[config.mk]
export PLATFORM = sky130hd
export DESIGN_NAME = wcd_top
export DESIGN_NICKNAME = d
export VERILOG_FILES = /design/src/core/wcd_top_unused_guard.sv /design/src/core/wcd_pkg.sv /design/src/core/wcd_top.sv
export VERILOG_INCLUDE_DIRS = /design/src /design/src/core
export SDC_FILE = /design/constraint.sdc
export NUM_CORES = 1
export LEC_CHECK = 0
export BUFFER_PORTS_ARGS = -buffer_cell sky130_fd_sc_hd__buf_2
export CELL_PAD_IN_SITES_DETAIL_PLACEMENT = 1
export CELL_PAD_IN_SITES_GLOBAL_PLACEMENT = 1
export CORE_MARGIN = 1
export CORE_UTILIZATION = 40
export DETAILED_ROUTE_END_ITERATION = 10
export PLACE_DENSITY_LB_ADDON = 0.1
export SETUP_SLACK_MARGIN = 0.02
export SLEW_MARGIN = 20
export SYNTH_ARGS = -nofsm -noshare
export SYNTH_HDL_FRONTEND = slang
export SYNTH_SLANG_ARGS = --single-unit
[constraint.sdc]
create_clock -name pclk -period 2.75 [get_ports pclk]
set_input_delay 0.1375 -clock pclk [delete_from_list [all_inputs] [get_ports pclk]]
set_output_delay 0.1375 -clock pclk [all_outputs]
set_load 0.03 [all_outputs]
[src/core/wcd_regs.svh]
`ifndef WCD_REGS_SVH
`define WCD_REGS_SVH

// Register byte offsets on the APB bus.
`define WCD_OFF_CONFIG 12'h000
`define WCD_OFF_CONTROL 12'h004
`define WCD_OFF_WINDOW 12'h008
`define WCD_OFF_STATUS 12'h00c

// Configuration word field positions.
`define WCD_CCS_HI 13
`define WCD_CCS_LO 11
`define WCD_CWS_HI 10
`define WCD_CWS_LO 8
`define WCD_UNIMP_BIT 7
`define WCD_MODE_HI 6
`define WCD_MODE_LO 5
`define WCD_CPS_HI 4
`define WCD_CPS_LO 0

// Control register field positions.
`define WCD_CTL_SWEN 0
`define WCD_CTL_CLK_HI 2
`define WCD_CTL_CLK_LO 1

// Status register field positions.
`define WCD_ST_ACTIVE 0
`define WCD_ST_REF_LO 1
`define WCD_ST_DLY_LO 3
`define WCD_ST_OPEN_LO 7
`define WCD_ST_WINSW 11
`define WCD_ST_KEY 12
`define WCD_ST_LOADED 13

// Reset values and window decode constants.
`define WCD_CFG_RST 14'h0000
`define WCD_CTL_RST 3'h0
`define WCD_WIN_RST 3'h7
`define WCD_EIGHTHS_FULL 4'h8
`define WCD_DLY_BASE 4'h7

`endif

[src/core/wcd_top_unused_guard.sv]
// All decoder logic lives in wcd_top; this file holds nothing.

[src/core/wcd_pkg.sv]
package wcd_pkg;

	// Configuration load sequence, one-hot.
	typedef enum logic [3:0] {
		WCD_SYNC0 = 4'b0001,
		WCD_SYNC1 = 4'b0010,
		WCD_CAPTURE = 4'b0100,
		WCD_RUN = 4'b1000
	} wcd_state_t;

	// Watchdog reference clock chosen.
	typedef enum logic [1:0] {
		WCD_REF_NONE = 2'h0,
		WCD_REF_LFOSC = 2'h1,
		WCD_REF_MFOSC = 2'h2
	} wcd_ref_t;

	// Whole state of the decoder.
	typedef struct packed {
		wcd_state_t state;
		logic [13:0] sync1;
		logic [13:0] sync2;
		logic [13:0] cfg;
		logic sw_en;
		logic [1:0] sw_clk;
		logic [2:0] win;
		logic pready;
		logic pslverr;
		logic [31:0] prdata;
		logic active;
		wcd_ref_t ref_sel;
		logic [3:0] delay;
		logic [3:0] open;
		logic win_sw;
		logic key_req;
	} wcd_state_s_t;

endpackage : wcd_pkg

[src/core/wcd_top.sv]
`timescale 1ns/10ps
`include "wcd_regs.svh"

module wcd_top (
	// Clock and reset.
	input wire logic pclk,
	input wire logic presetn,
	// APB slave.
	input wire logic psel,
	input wire logic penable,
	input wire logic pwrite,
	input wire logic [11:0] paddr,
	input wire logic [31:0] pwdata,
	output logic [31:0] prdata,
	output logic pready,
	output logic pslverr,
	// Nonvolatile configuration word and core state.
	input wire logic [13:0] nvm_config_word,
	input wire logic sleep_state,
	// Decoded watchdog settings.
	output logic wd_active,
	output wcd_pkg::wcd_ref_t wd_ref_clock_sel,
	output logic [3:0] wd_delay_eighths,
	output logic [3:0] wd_open_eighths,
	output logic [2:0] wd_runtime_window,
	output logic [4:0] wd_prescale_config,
	output logic wd_window_sw_ctrl,
	output logic wd_key_required,
	output logic cfg_loaded
);
	import wcd_pkg::*;

	wcd_state_s_t s;
	wcd_state_s_t next_s;
	logic [1:0] wd_operating_mode;
	logic [2:0] wd_clock_select;
	logic [2:0] wd_window_config;
	logic [13:0] cfg_view;
	logic access_done;
	logic [31:0] read_word;
	logic [31:0] status_word;

	//**************************************************************
	// Field extraction
	//**************************************************************

	// Fields of the captured configuration word.
	assign wd_clock_select = s.cfg[`WCD_CCS_HI:`WCD_CCS_LO];
	assign wd_window_config = s.cfg[`WCD_CWS_HI:`WCD_CWS_LO];
	assign wd_operating_mode = s.cfg[`WCD_MODE_HI:`WCD_MODE_LO];

	// Read view of the word with the unimplemented bit forced high.
	always_comb
	begin
		cfg_view = s.cfg;
		cfg_view[`WCD_UNIMP_BIT] = 1'b1;
	end

	// A transfer completes on the edge that sees pready high.
	assign access_done = psel && penable && s.pready;

	// Status word built from the block's own state.
	always_comb
	begin
		status_word = 32'h00000000;
		status_word[`WCD_ST_ACTIVE] = s.active;
		status_word[`WCD_ST_REF_LO +: 2] = s.ref_sel;
		status_word[`WCD_ST_DLY_LO +: 4] = s.delay;
		status_word[`WCD_ST_OPEN_LO +: 4] = s.open;
		status_word[`WCD_ST_WINSW] = s.win_sw;
		status_word[`WCD_ST_KEY] = s.key_req;
		status_word[`WCD_ST_LOADED] = (s.state == WCD_RUN);
	end

	// Read mux; unmapped addresses read zero.
	always_comb
	begin
		read_word = 32'h00000000;
		if (paddr == `WCD_OFF_CONFIG)
		begin
			read_word[13:0] = cfg_view;
		end
		else if (paddr == `WCD_OFF_CONTROL)
		begin
			read_word[`WCD_CTL_SWEN] = s.sw_en;
			read_word[`WCD_CTL_CLK_HI:`WCD_CTL_CLK_LO] = s.sw_clk;
		end
		else if (paddr == `WCD_OFF_WINDOW)
		begin
			read_word[2:0] = s.win;
		end
		else if (paddr == `WCD_OFF_STATUS)
		begin
			read_word = status_word;
		end
	end

	//**************************************************************
	// Next state
	//**************************************************************

	// Computes the whole next state of the block.
	always_comb
	begin
		next_s = s;
		// Two-stage synchroniser for the nonvolatile word.
		next_s.sync1 = nvm_config_word;
		next_s.sync2 = s.sync1;
		// Load sequence after reset release.
		case (s.state)
			WCD_SYNC0:
			begin
				next_s.state = WCD_SYNC1;
			end
			WCD_SYNC1:
			begin
				next_s.state = WCD_CAPTURE;
			end
			WCD_CAPTURE:
			begin
				next_s.cfg = s.sync2;
				next_s.win = s.sync2[`WCD_CWS_HI:`WCD_CWS_LO];
				if (s.sync2[`WCD_CWS_HI:`WCD_CWS_LO + 1] == 2'b11)
				begin
					next_s.win = 3'h7;
				end
				next_s.state = WCD_RUN;
			end
			WCD_RUN:
			begin
				next_s.state = WCD_RUN;
			end
			default:
			begin
				next_s.state = WCD_SYNC0;
			end
		endcase

		// APB: pready rises in the second access cycle, then falls.
		next_s.pready = 1'b0;
		next_s.pslverr = 1'b0;
		if (psel && penable && !s.pready)
		begin
			next_s.pready = 1'b1;
			next_s.prdata = read_word;
			next_s.pslverr = !(paddr == `WCD_OFF_CONFIG || paddr == `WCD_OFF_CONTROL ||
				paddr == `WCD_OFF_WINDOW || paddr == `WCD_OFF_STATUS);
		end

		// Writes land on the completing edge.
		if (access_done && pwrite)
		begin
			if (paddr == `WCD_OFF_CONTROL)
			begin
				next_s.sw_en = pwdata[`WCD_CTL_SWEN];
				next_s.sw_clk = pwdata[`WCD_CTL_CLK_HI:`WCD_CTL_CLK_LO];
			end
			else if (paddr == `WCD_OFF_WINDOW && s.state == WCD_RUN &&
				wd_window_config[2])
			begin
				next_s.win = pwdata[2:0];
			end
		end

		// Operating mode decode.
		next_s.active = 1'b0;
		if (s.state == WCD_RUN)
		begin
			case (wd_operating_mode)
				2'b11: next_s.active = 1'b1;
				2'b10: next_s.active = !sleep_state;
				2'b01: next_s.active = s.sw_en;
				default: next_s.active = 1'b0;
			endcase
		end

		// Reference clock decode; unlisted codes select nothing.
		case (wd_clock_select)
			3'b000: next_s.ref_sel = WCD_REF_LFOSC;
			3'b001: next_s.ref_sel = WCD_REF_MFOSC;
			3'b111:
			begin
				if (s.sw_clk == 2'b00)
				begin
					next_s.ref_sel = WCD_REF_LFOSC;
				end
				else if (s.sw_clk == 2'b01)
				begin
					next_s.ref_sel = WCD_REF_MFOSC;
				end
				else
				begin
					next_s.ref_sel = WCD_REF_NONE;
				end
			end
			default: next_s.ref_sel = WCD_REF_NONE;
		endcase

		// Window timing in eighths of the period.
		if (s.win[2:1] == 2'b11)
		begin
			next_s.delay = 4'h0;
		end
		else
		begin
			next_s.delay = `WCD_DLY_BASE - {1'b0, s.win};
		end
		next_s.open = `WCD_EIGHTHS_FULL - next_s.delay;
		next_s.win_sw = wd_window_config[2];
		next_s.key_req = !wd_window_config[2];
	end

	//**************************************************************
	// State register
	//**************************************************************

	// Registers the whole state; constants only under reset.
	always_ff @(posedge pclk or negedge presetn)
	begin
		if (!presetn)
		begin
			s.state <= WCD_SYNC0;
			s.sync1 <= `WCD_CFG_RST;
			s.sync2 <= `WCD_CFG_RST;
			s.cfg <= `WCD_CFG_RST;
			s.sw_en <= 1'b0;
			s.sw_clk <= 2'h0;
			s.win <= `WCD_WIN_RST;
			s.pready <= 1'b0;
			s.pslverr <= 1'b0;
			s.prdata <= 32'h00000000;
			s.active <= 1'b0;
			s.ref_sel <= WCD_REF_NONE;
			s.delay <= 4'h0;
			s.open <= `WCD_EIGHTHS_FULL;
			s.win_sw <= 1'b0;
			s.key_req <= 1'b0;
		end
		else
		begin
			s <= next_s;
		end
	end

	// Outputs straight from flip-flops.
	assign prdata = s.prdata;
	assign pready = s.pready;
	assign pslverr = s.pslverr;
	assign wd_active = s.active;
	assign wd_ref_clock_sel = s.ref_sel;
	assign wd_delay_eighths = s.delay;
	assign wd_open_eighths = s.open;
	assign wd_runtime_window = s.win;
	assign wd_prescale_config = s.cfg[`WCD_CPS_HI:`WCD_CPS_LO];
	assign wd_window_sw_ctrl = s.win_sw;
	assign wd_key_required = s.key_req;
	assign cfg_loaded = s.state[3];
endmodule : wcd_top

==> results_dict.tcl, run 1 <==
set metrics [dict create \
    status "finished, final reports clean" \
    p_seq_share_pct 50.0 \
    setup_violations 0 \
    design.core.area_um2 7730 \
    syn_to_final_growth_pct 16.9 \
    insertion_delay_ps 340 \
    grt_max_degree 77 \
    reg2reg_depth 4 \
    p_sw_uw 585 \
    clk_pin_slew_ps 70 \
    synth_top_area_cell "dfrtp_1" \
    dp_hpwl_um 4320 \
    r2r_setup_slack_ps 830 \
    antenna_left 0 \
    die_h_um 91.4 \
    firstDrtPassIters 4 \
    fin_setup_tns_ps 0 \
    fin_total_pwr_uw 2390 \
    post_cts_buffers 0 \
    mostFrequentLayoutCell "dfrtp_1" \
    final-hold-violation-count 0 \
    required_ps 3030 \
    grt_setup_unrepaired "false" \
    diodes 0 \
    async_flop_share_pct 100 \
    slew_viol_final 0 \
    wirelength_um 6310 \
    holdWs_ps 58.5 \
    maxCapViolCount 0 \
    grt_pass1_vias 1994 \
    rows 32 \
    path_max_fanout 11 \
    viasPerCell 4.77 \
    drive_gt1_share_pct 38.9 \
    swShare_pct 24.5 \
    synth-edff-count 0 \
    ys_seq_elements 76 \
    ys_seq_area_share_pct 59.7 \
    syn-mean-instance-area_um2 12.8 \
    synth.top_cells.by_area "dfrtp_1 56%, buf_4 12%, mux2_2 6.0%" \
    vias 1983 \
    drc 0 \
    cts_tree "built" \
    pwr-share-comb_pct 10.1 \
    die_area_um2 8350 \
    p_per_area_nw_per_um2 641 \
    min_period_ps 1920 \
    cp-end-kind "register" \
    fin_worst_skew_ps 8.62 \
    netlist_area_um2 3200 \
    gp_congestion 0.692 \
    h-tree-depth 3 \
    grt_pass1_wl_um 10400 \
    holdPathStages 2 \
    wire_per_inst_um 15.2 \
    fmax_mhz 521 \
    antenna_found_initial 0 \
    p_int_uw 1810 \
    start_kind "register" \
    clock_path_buffers 2 \
    start_util_pct 41.4 \
    clockPowerShare_pct 39.9 \
    post-route-period-util_pct 69.8 \
    crit_type "reg2reg" \
    ys_warn_count 0 \
    drt_iter0_drc 73 \
    most-common-layout-cells "71 x dfrtp_1, 69 x buf_2, 19 x conb_1" \
    port_buffers 70 \
    yosys.cell_types.count 43 \
    hp-class "in2reg" \
    p_leak_uw 0.00181 \
    ir_drop_mv 0.262 \
    overflow 0 \
    root_buffer "clkbuf_8" \
    ys.flop_type "dfrtp_1" \
    maxSlewHeadroom_pct 36.3 \
    fin_nets 374 \
    cp.arrival_ps 2190 \
    cts.sinks 76 \
    postSynthCellCount 250 \
    grt.total_usage_pct 16.7 \
    cts_buffers 9 \
    dieWidth_um 91.4 \
    tightest_slew_ps 956 \
    synth.top_cell.area_share_pct 55.6 \
    top_level_ports 120 \
]
-- stage by stage --
step	setup slack, ps	cell area (um2)	cells	util (%)
global route	727	3740	416	48.3
global placement	763	3370	386	43.6
detailed placement	754	3370	386	43.6
finish	832	3740	416	48.3
floorplan	924	3260	268	-
CTS	817	3740	416	48.3
-- power by group through the flow --
stage / clock, uW / sequential [uW] / combinational, uW
after floorplan: 0 / 1220 / 184
after detailed placement: 0 / 1220 / 227
after global placement: 0 / 1220 / 226
after CTS: 983 / 1200 / 243
after global routing: 1040 / 1200 / 263
final: 955 / 1200 / 241
-- worst max-delay path: stages, from the launching register on --
cell	delay, ps
dfrtp_1	390
nand3b_1	380
buf_4	320
nor4_4	510
a221o_1	250
-- cells by family after synthesis --
| family | Yosys count | share of synthesized area (%) |
|---|---|---|
| AO/OA/AOI/OAI | 38 | 8.10 |
| XOR/XNOR | 1 | 0.274 |
| adder cells (fa/ha/maj) | 1 | 0.391 |
| buffers and inverters | 65 | 13.5 |
| flip-flops | 76 | 59.7 |
| multiplexers | 17 | 5.99 |
| other | 1 | 0.117 |
| AND/OR/NAND/NOR | 51 | 11.9 |
-- cell usage after synthesis (3+ instances only) --
| cell type | count |
|---|---|
| a31oi_1 | 4 |
| nand2_1 | 12 |
| a21oi_1 | 4 |
| a21o_1 | 6 |
| dfrtp_1 | 71 |
| nor4b_1 | 3 |
| a22o_1 | 7 |
| clkbuf_1 | 6 |
| nand3b_1 | 3 |
| mux2_2 | 17 |
| o22ai_1 | 3 |
| buf_4 | 50 |
| nor2_1 | 5 |
| dfstp_2 | 5 |
| inv_1 | 8 |
| nand2b_1 | 3 |
| o21ai_0 | 9 |
| nor4_4 | 3 |
-- state kept, by name (all words and copies together), names as in the netlist, 2 cells and up --
signal	cells
prdata	14
next_s	13
wd_prescale_config	5
cfg_view	8
wd_open_eighths	4
wd_runtime_window	3
s	19
wd_delay_eighths	2
wd_ref_clock_sel	2
-- layer usage --
layer	global-route usage (%)	wire (um)	up-vias
met5	0	0	-
met4	6.61	93	0
met3	5.53	360	8
met2	24.6	2830	70
met1	22.7	3030	989
li1	-	-	916
-- final timing paths --
kind                                      start                      to
min reg2reg                next_s[72]$_DFF_PN0_         s[72]$_DFF_PN0_
max reg2reg                    pready$_DFF_PN0_  prdata[13]$_DFFE_PN0P_
min in group asynchronous               presetn         s[70]$_DFF_PN0_
max                            pready$_DFF_PN0_  prdata[13]$_DFFE_PN0P_
min                                   pwdata[0]       s[52]$_DFFE_PN0P_
max in group asynchronous               presetn         s[96]$_DFF_PN0_
-- area by class of cell --
type / instances / area, um2
Clock buffer: 13 / 159
Inverter: 9 / 33.8
Sequential cell: 76 / 1910
Tap cell: 102 / 128
Fill cell: 841 / 3990
Clock inverter: 3 / 68.8
Timing Repair Buffer: 86 / 508
Multi-Input combinational cell: 127 / 931
-- repair_timing --
item	4_1_cts	5_1_grt
resized for setup	0	0
hold endpoints to repair	84	0
hold buffers	14	0
(Power assumes the default switching activity.)
==> inputs of run 2 (changes only) <==
CORE_UTILIZATION = 34   (was 40)
clock period = 1.65 ns   (was 2.75 ns; I/O delays follow)
==> results_dict.tcl, run 2 (synthesis results as in run 1) <==
set metrics [dict create \
    crit_type "reg2reg" \
    firstDrtPassIters 4 \
    insertion_delay_ps 350 \
    drive_gt1_share_pct 42.3 \
    violations "negative setup slack" \
    diodes 0 \
    clk_pin_slew_ps 80 \
    cp-end-kind "register" \
    ir_drop_mv 0.409 \
    port_buffers 70 \
    path_max_fanout 3 \
    required_ps 1930 \
    die_h_um 99.0 \
    h-tree-depth 3 \
    dieWidth_um 99.0 \
    rows 35 \
    grt_pass1_vias 2013 \
    die_area_um2 9790 \
    p_leak_uw 0.00191 \
    grt_setup_unrepaired "true" \
    wire_per_inst_um 14.8 \
    grt.total_usage_pct 14.5 \
    cts_buffers 9 \
    grt_max_degree 31 \
    fin_nets 393 \
    top_level_ports 120 \
    slew_viol_final 0 \
    post-route-period-util_pct 100 \
    largest_reg_flops 19 \
    viasPerCell 4.54 \
    drc 0 \
    largest-register "s" \
    cts_tree "built" \
    finalInstanceArea_um2 3910 \
    fin_worst_skew_ps 7.64 \
    setup_violations 3 \
    most-common-layout-cells "69 x dfrtp_1, 69 x buf_2, 19 x conb_1" \
    final-hold-violation-count 0 \
    start_kind "register" \
    cts.sinks 76 \
    pre_cts_ws_ps -54.4 \
    drt_iter0_drc 33 \
    status "finished, violations left" \
    placed_cell_area_um2 3510 \
    fmax_mhz 605 \
    start_util_pct 34.9 \
    antenna_left 0 \
    overflow 0 \
    min_period_ps 1650 \
    fin_ws_ps -3.99 \
    p_per_area_nw_per_um2 985 \
    vias 2015 \
    grt_pass1_wl_um 10500 \
    root_buffer "clkbuf_8" \
    syn_to_final_growth_pct 22.3 \
    gp_congestion 0.722 \
    maxCapViolCount 0 \
    design.core.area_um2 9150 \
    fin_setup_tns_ps -11.0 \
    antenna_found_initial 0 \
    clock_path_buffers 2 \
    wirelength_um 6580 \
    dp_hpwl_um 4790 \
    hp-class "in2reg" \
    cp.arrival_ps 1930 \
]
## run 2: changes by cell type in the layout (fill, tap and decap cells not counted), moves of 3 or more
| cell | previous run | this run |
|---|---|---|
| buf_4 | 3 | 18 |
| mux2_2 | 17 | 14 |
| mux2_4 | 0 | 3 |
| dlygate4sd3_1 | 14 | 17 |
## run 2: worst paths after layout
path	startpoint	end	slack, ps	cells after the start
setup / recovery	s[96]$_DFF_PN0_	wd_runtime_window[1]$_DFF_PN1_	-4	4
max in group asynchronous	presetn	s[95]$_DFF_PN1_	850	3
hold reg to reg	next_s[72]$_DFF_PN0_	s[72]$_DFF_PN0_	350	0
hold / removal	sleep_state	wd_active$_DFF_PN0_	130	4
setup reg to reg	s[96]$_DFF_PN0_	wd_runtime_window[1]$_DFF_PN1_	-4	4
min in group asynchronous	presetn	prdata[3]$_DFFE_PN0P_	210	2
## run 2: stage by stage
| step | power [uW] | cells | utilization (%) | hold WS (ps) |
|---|---|---|---|---|
| after floorplan | 2340 | 268 | - | -213 |
| after global placement | 2430 | 410 | 38.3 | 55.6 |
| after detailed placement | 2430 | 410 | 38.3 | 56.3 |
| after CTS | 3920 | 444 | 42.6 | 144 |
| after global routing | 4030 | 444 | 42.7 | 168 |
| final | 3850 | 444 | 42.7 | 130 |
## run 2: worst max-delay path, cell delays in order (launching register included)
cell and delay, ps:
dfrtp_1 390, or4b_4 560, nor4_4 150, buf_4 190, mux2_4 300
## run 2: repair_timing
action	CTS	global route
gates resized for setup	3	2
pin swaps	0	2
hold buffers	17	0
endpoints found under the setup margin	3	6
hold endpoints to repair	45	0
buffers inserted	1	0
## run 2: report_power, final
group          total (uW)  switching, uW  internal (uW)
Sequential           2000           49.4           1950
Combinational         424            280            144
Clock                1430            717            712
Total                3850           1050           2810
## run 2: area by class of cell
type	count	area, um2
Fill cell	995	5240
Sequential cell	76	1910
Multi-Input combinational cell	127	957
Timing Repair Buffer	105	671
Tap cell	111	139
Clock buffer	10	128
Clock inverter	6	71.3
Inverter	9	33.8
## run 2: per-layer routing
metal / share of wire, % / up-vias / global-route usage (%)
li1: - / 950 / -
met1: 44 / 1009 / 17.8
met2: 50 / 48 / 24.0
met3: 3.9 / 8 / 3.55
met4: 1.7 / 0 / 6.89
met5: 0 / - / 0
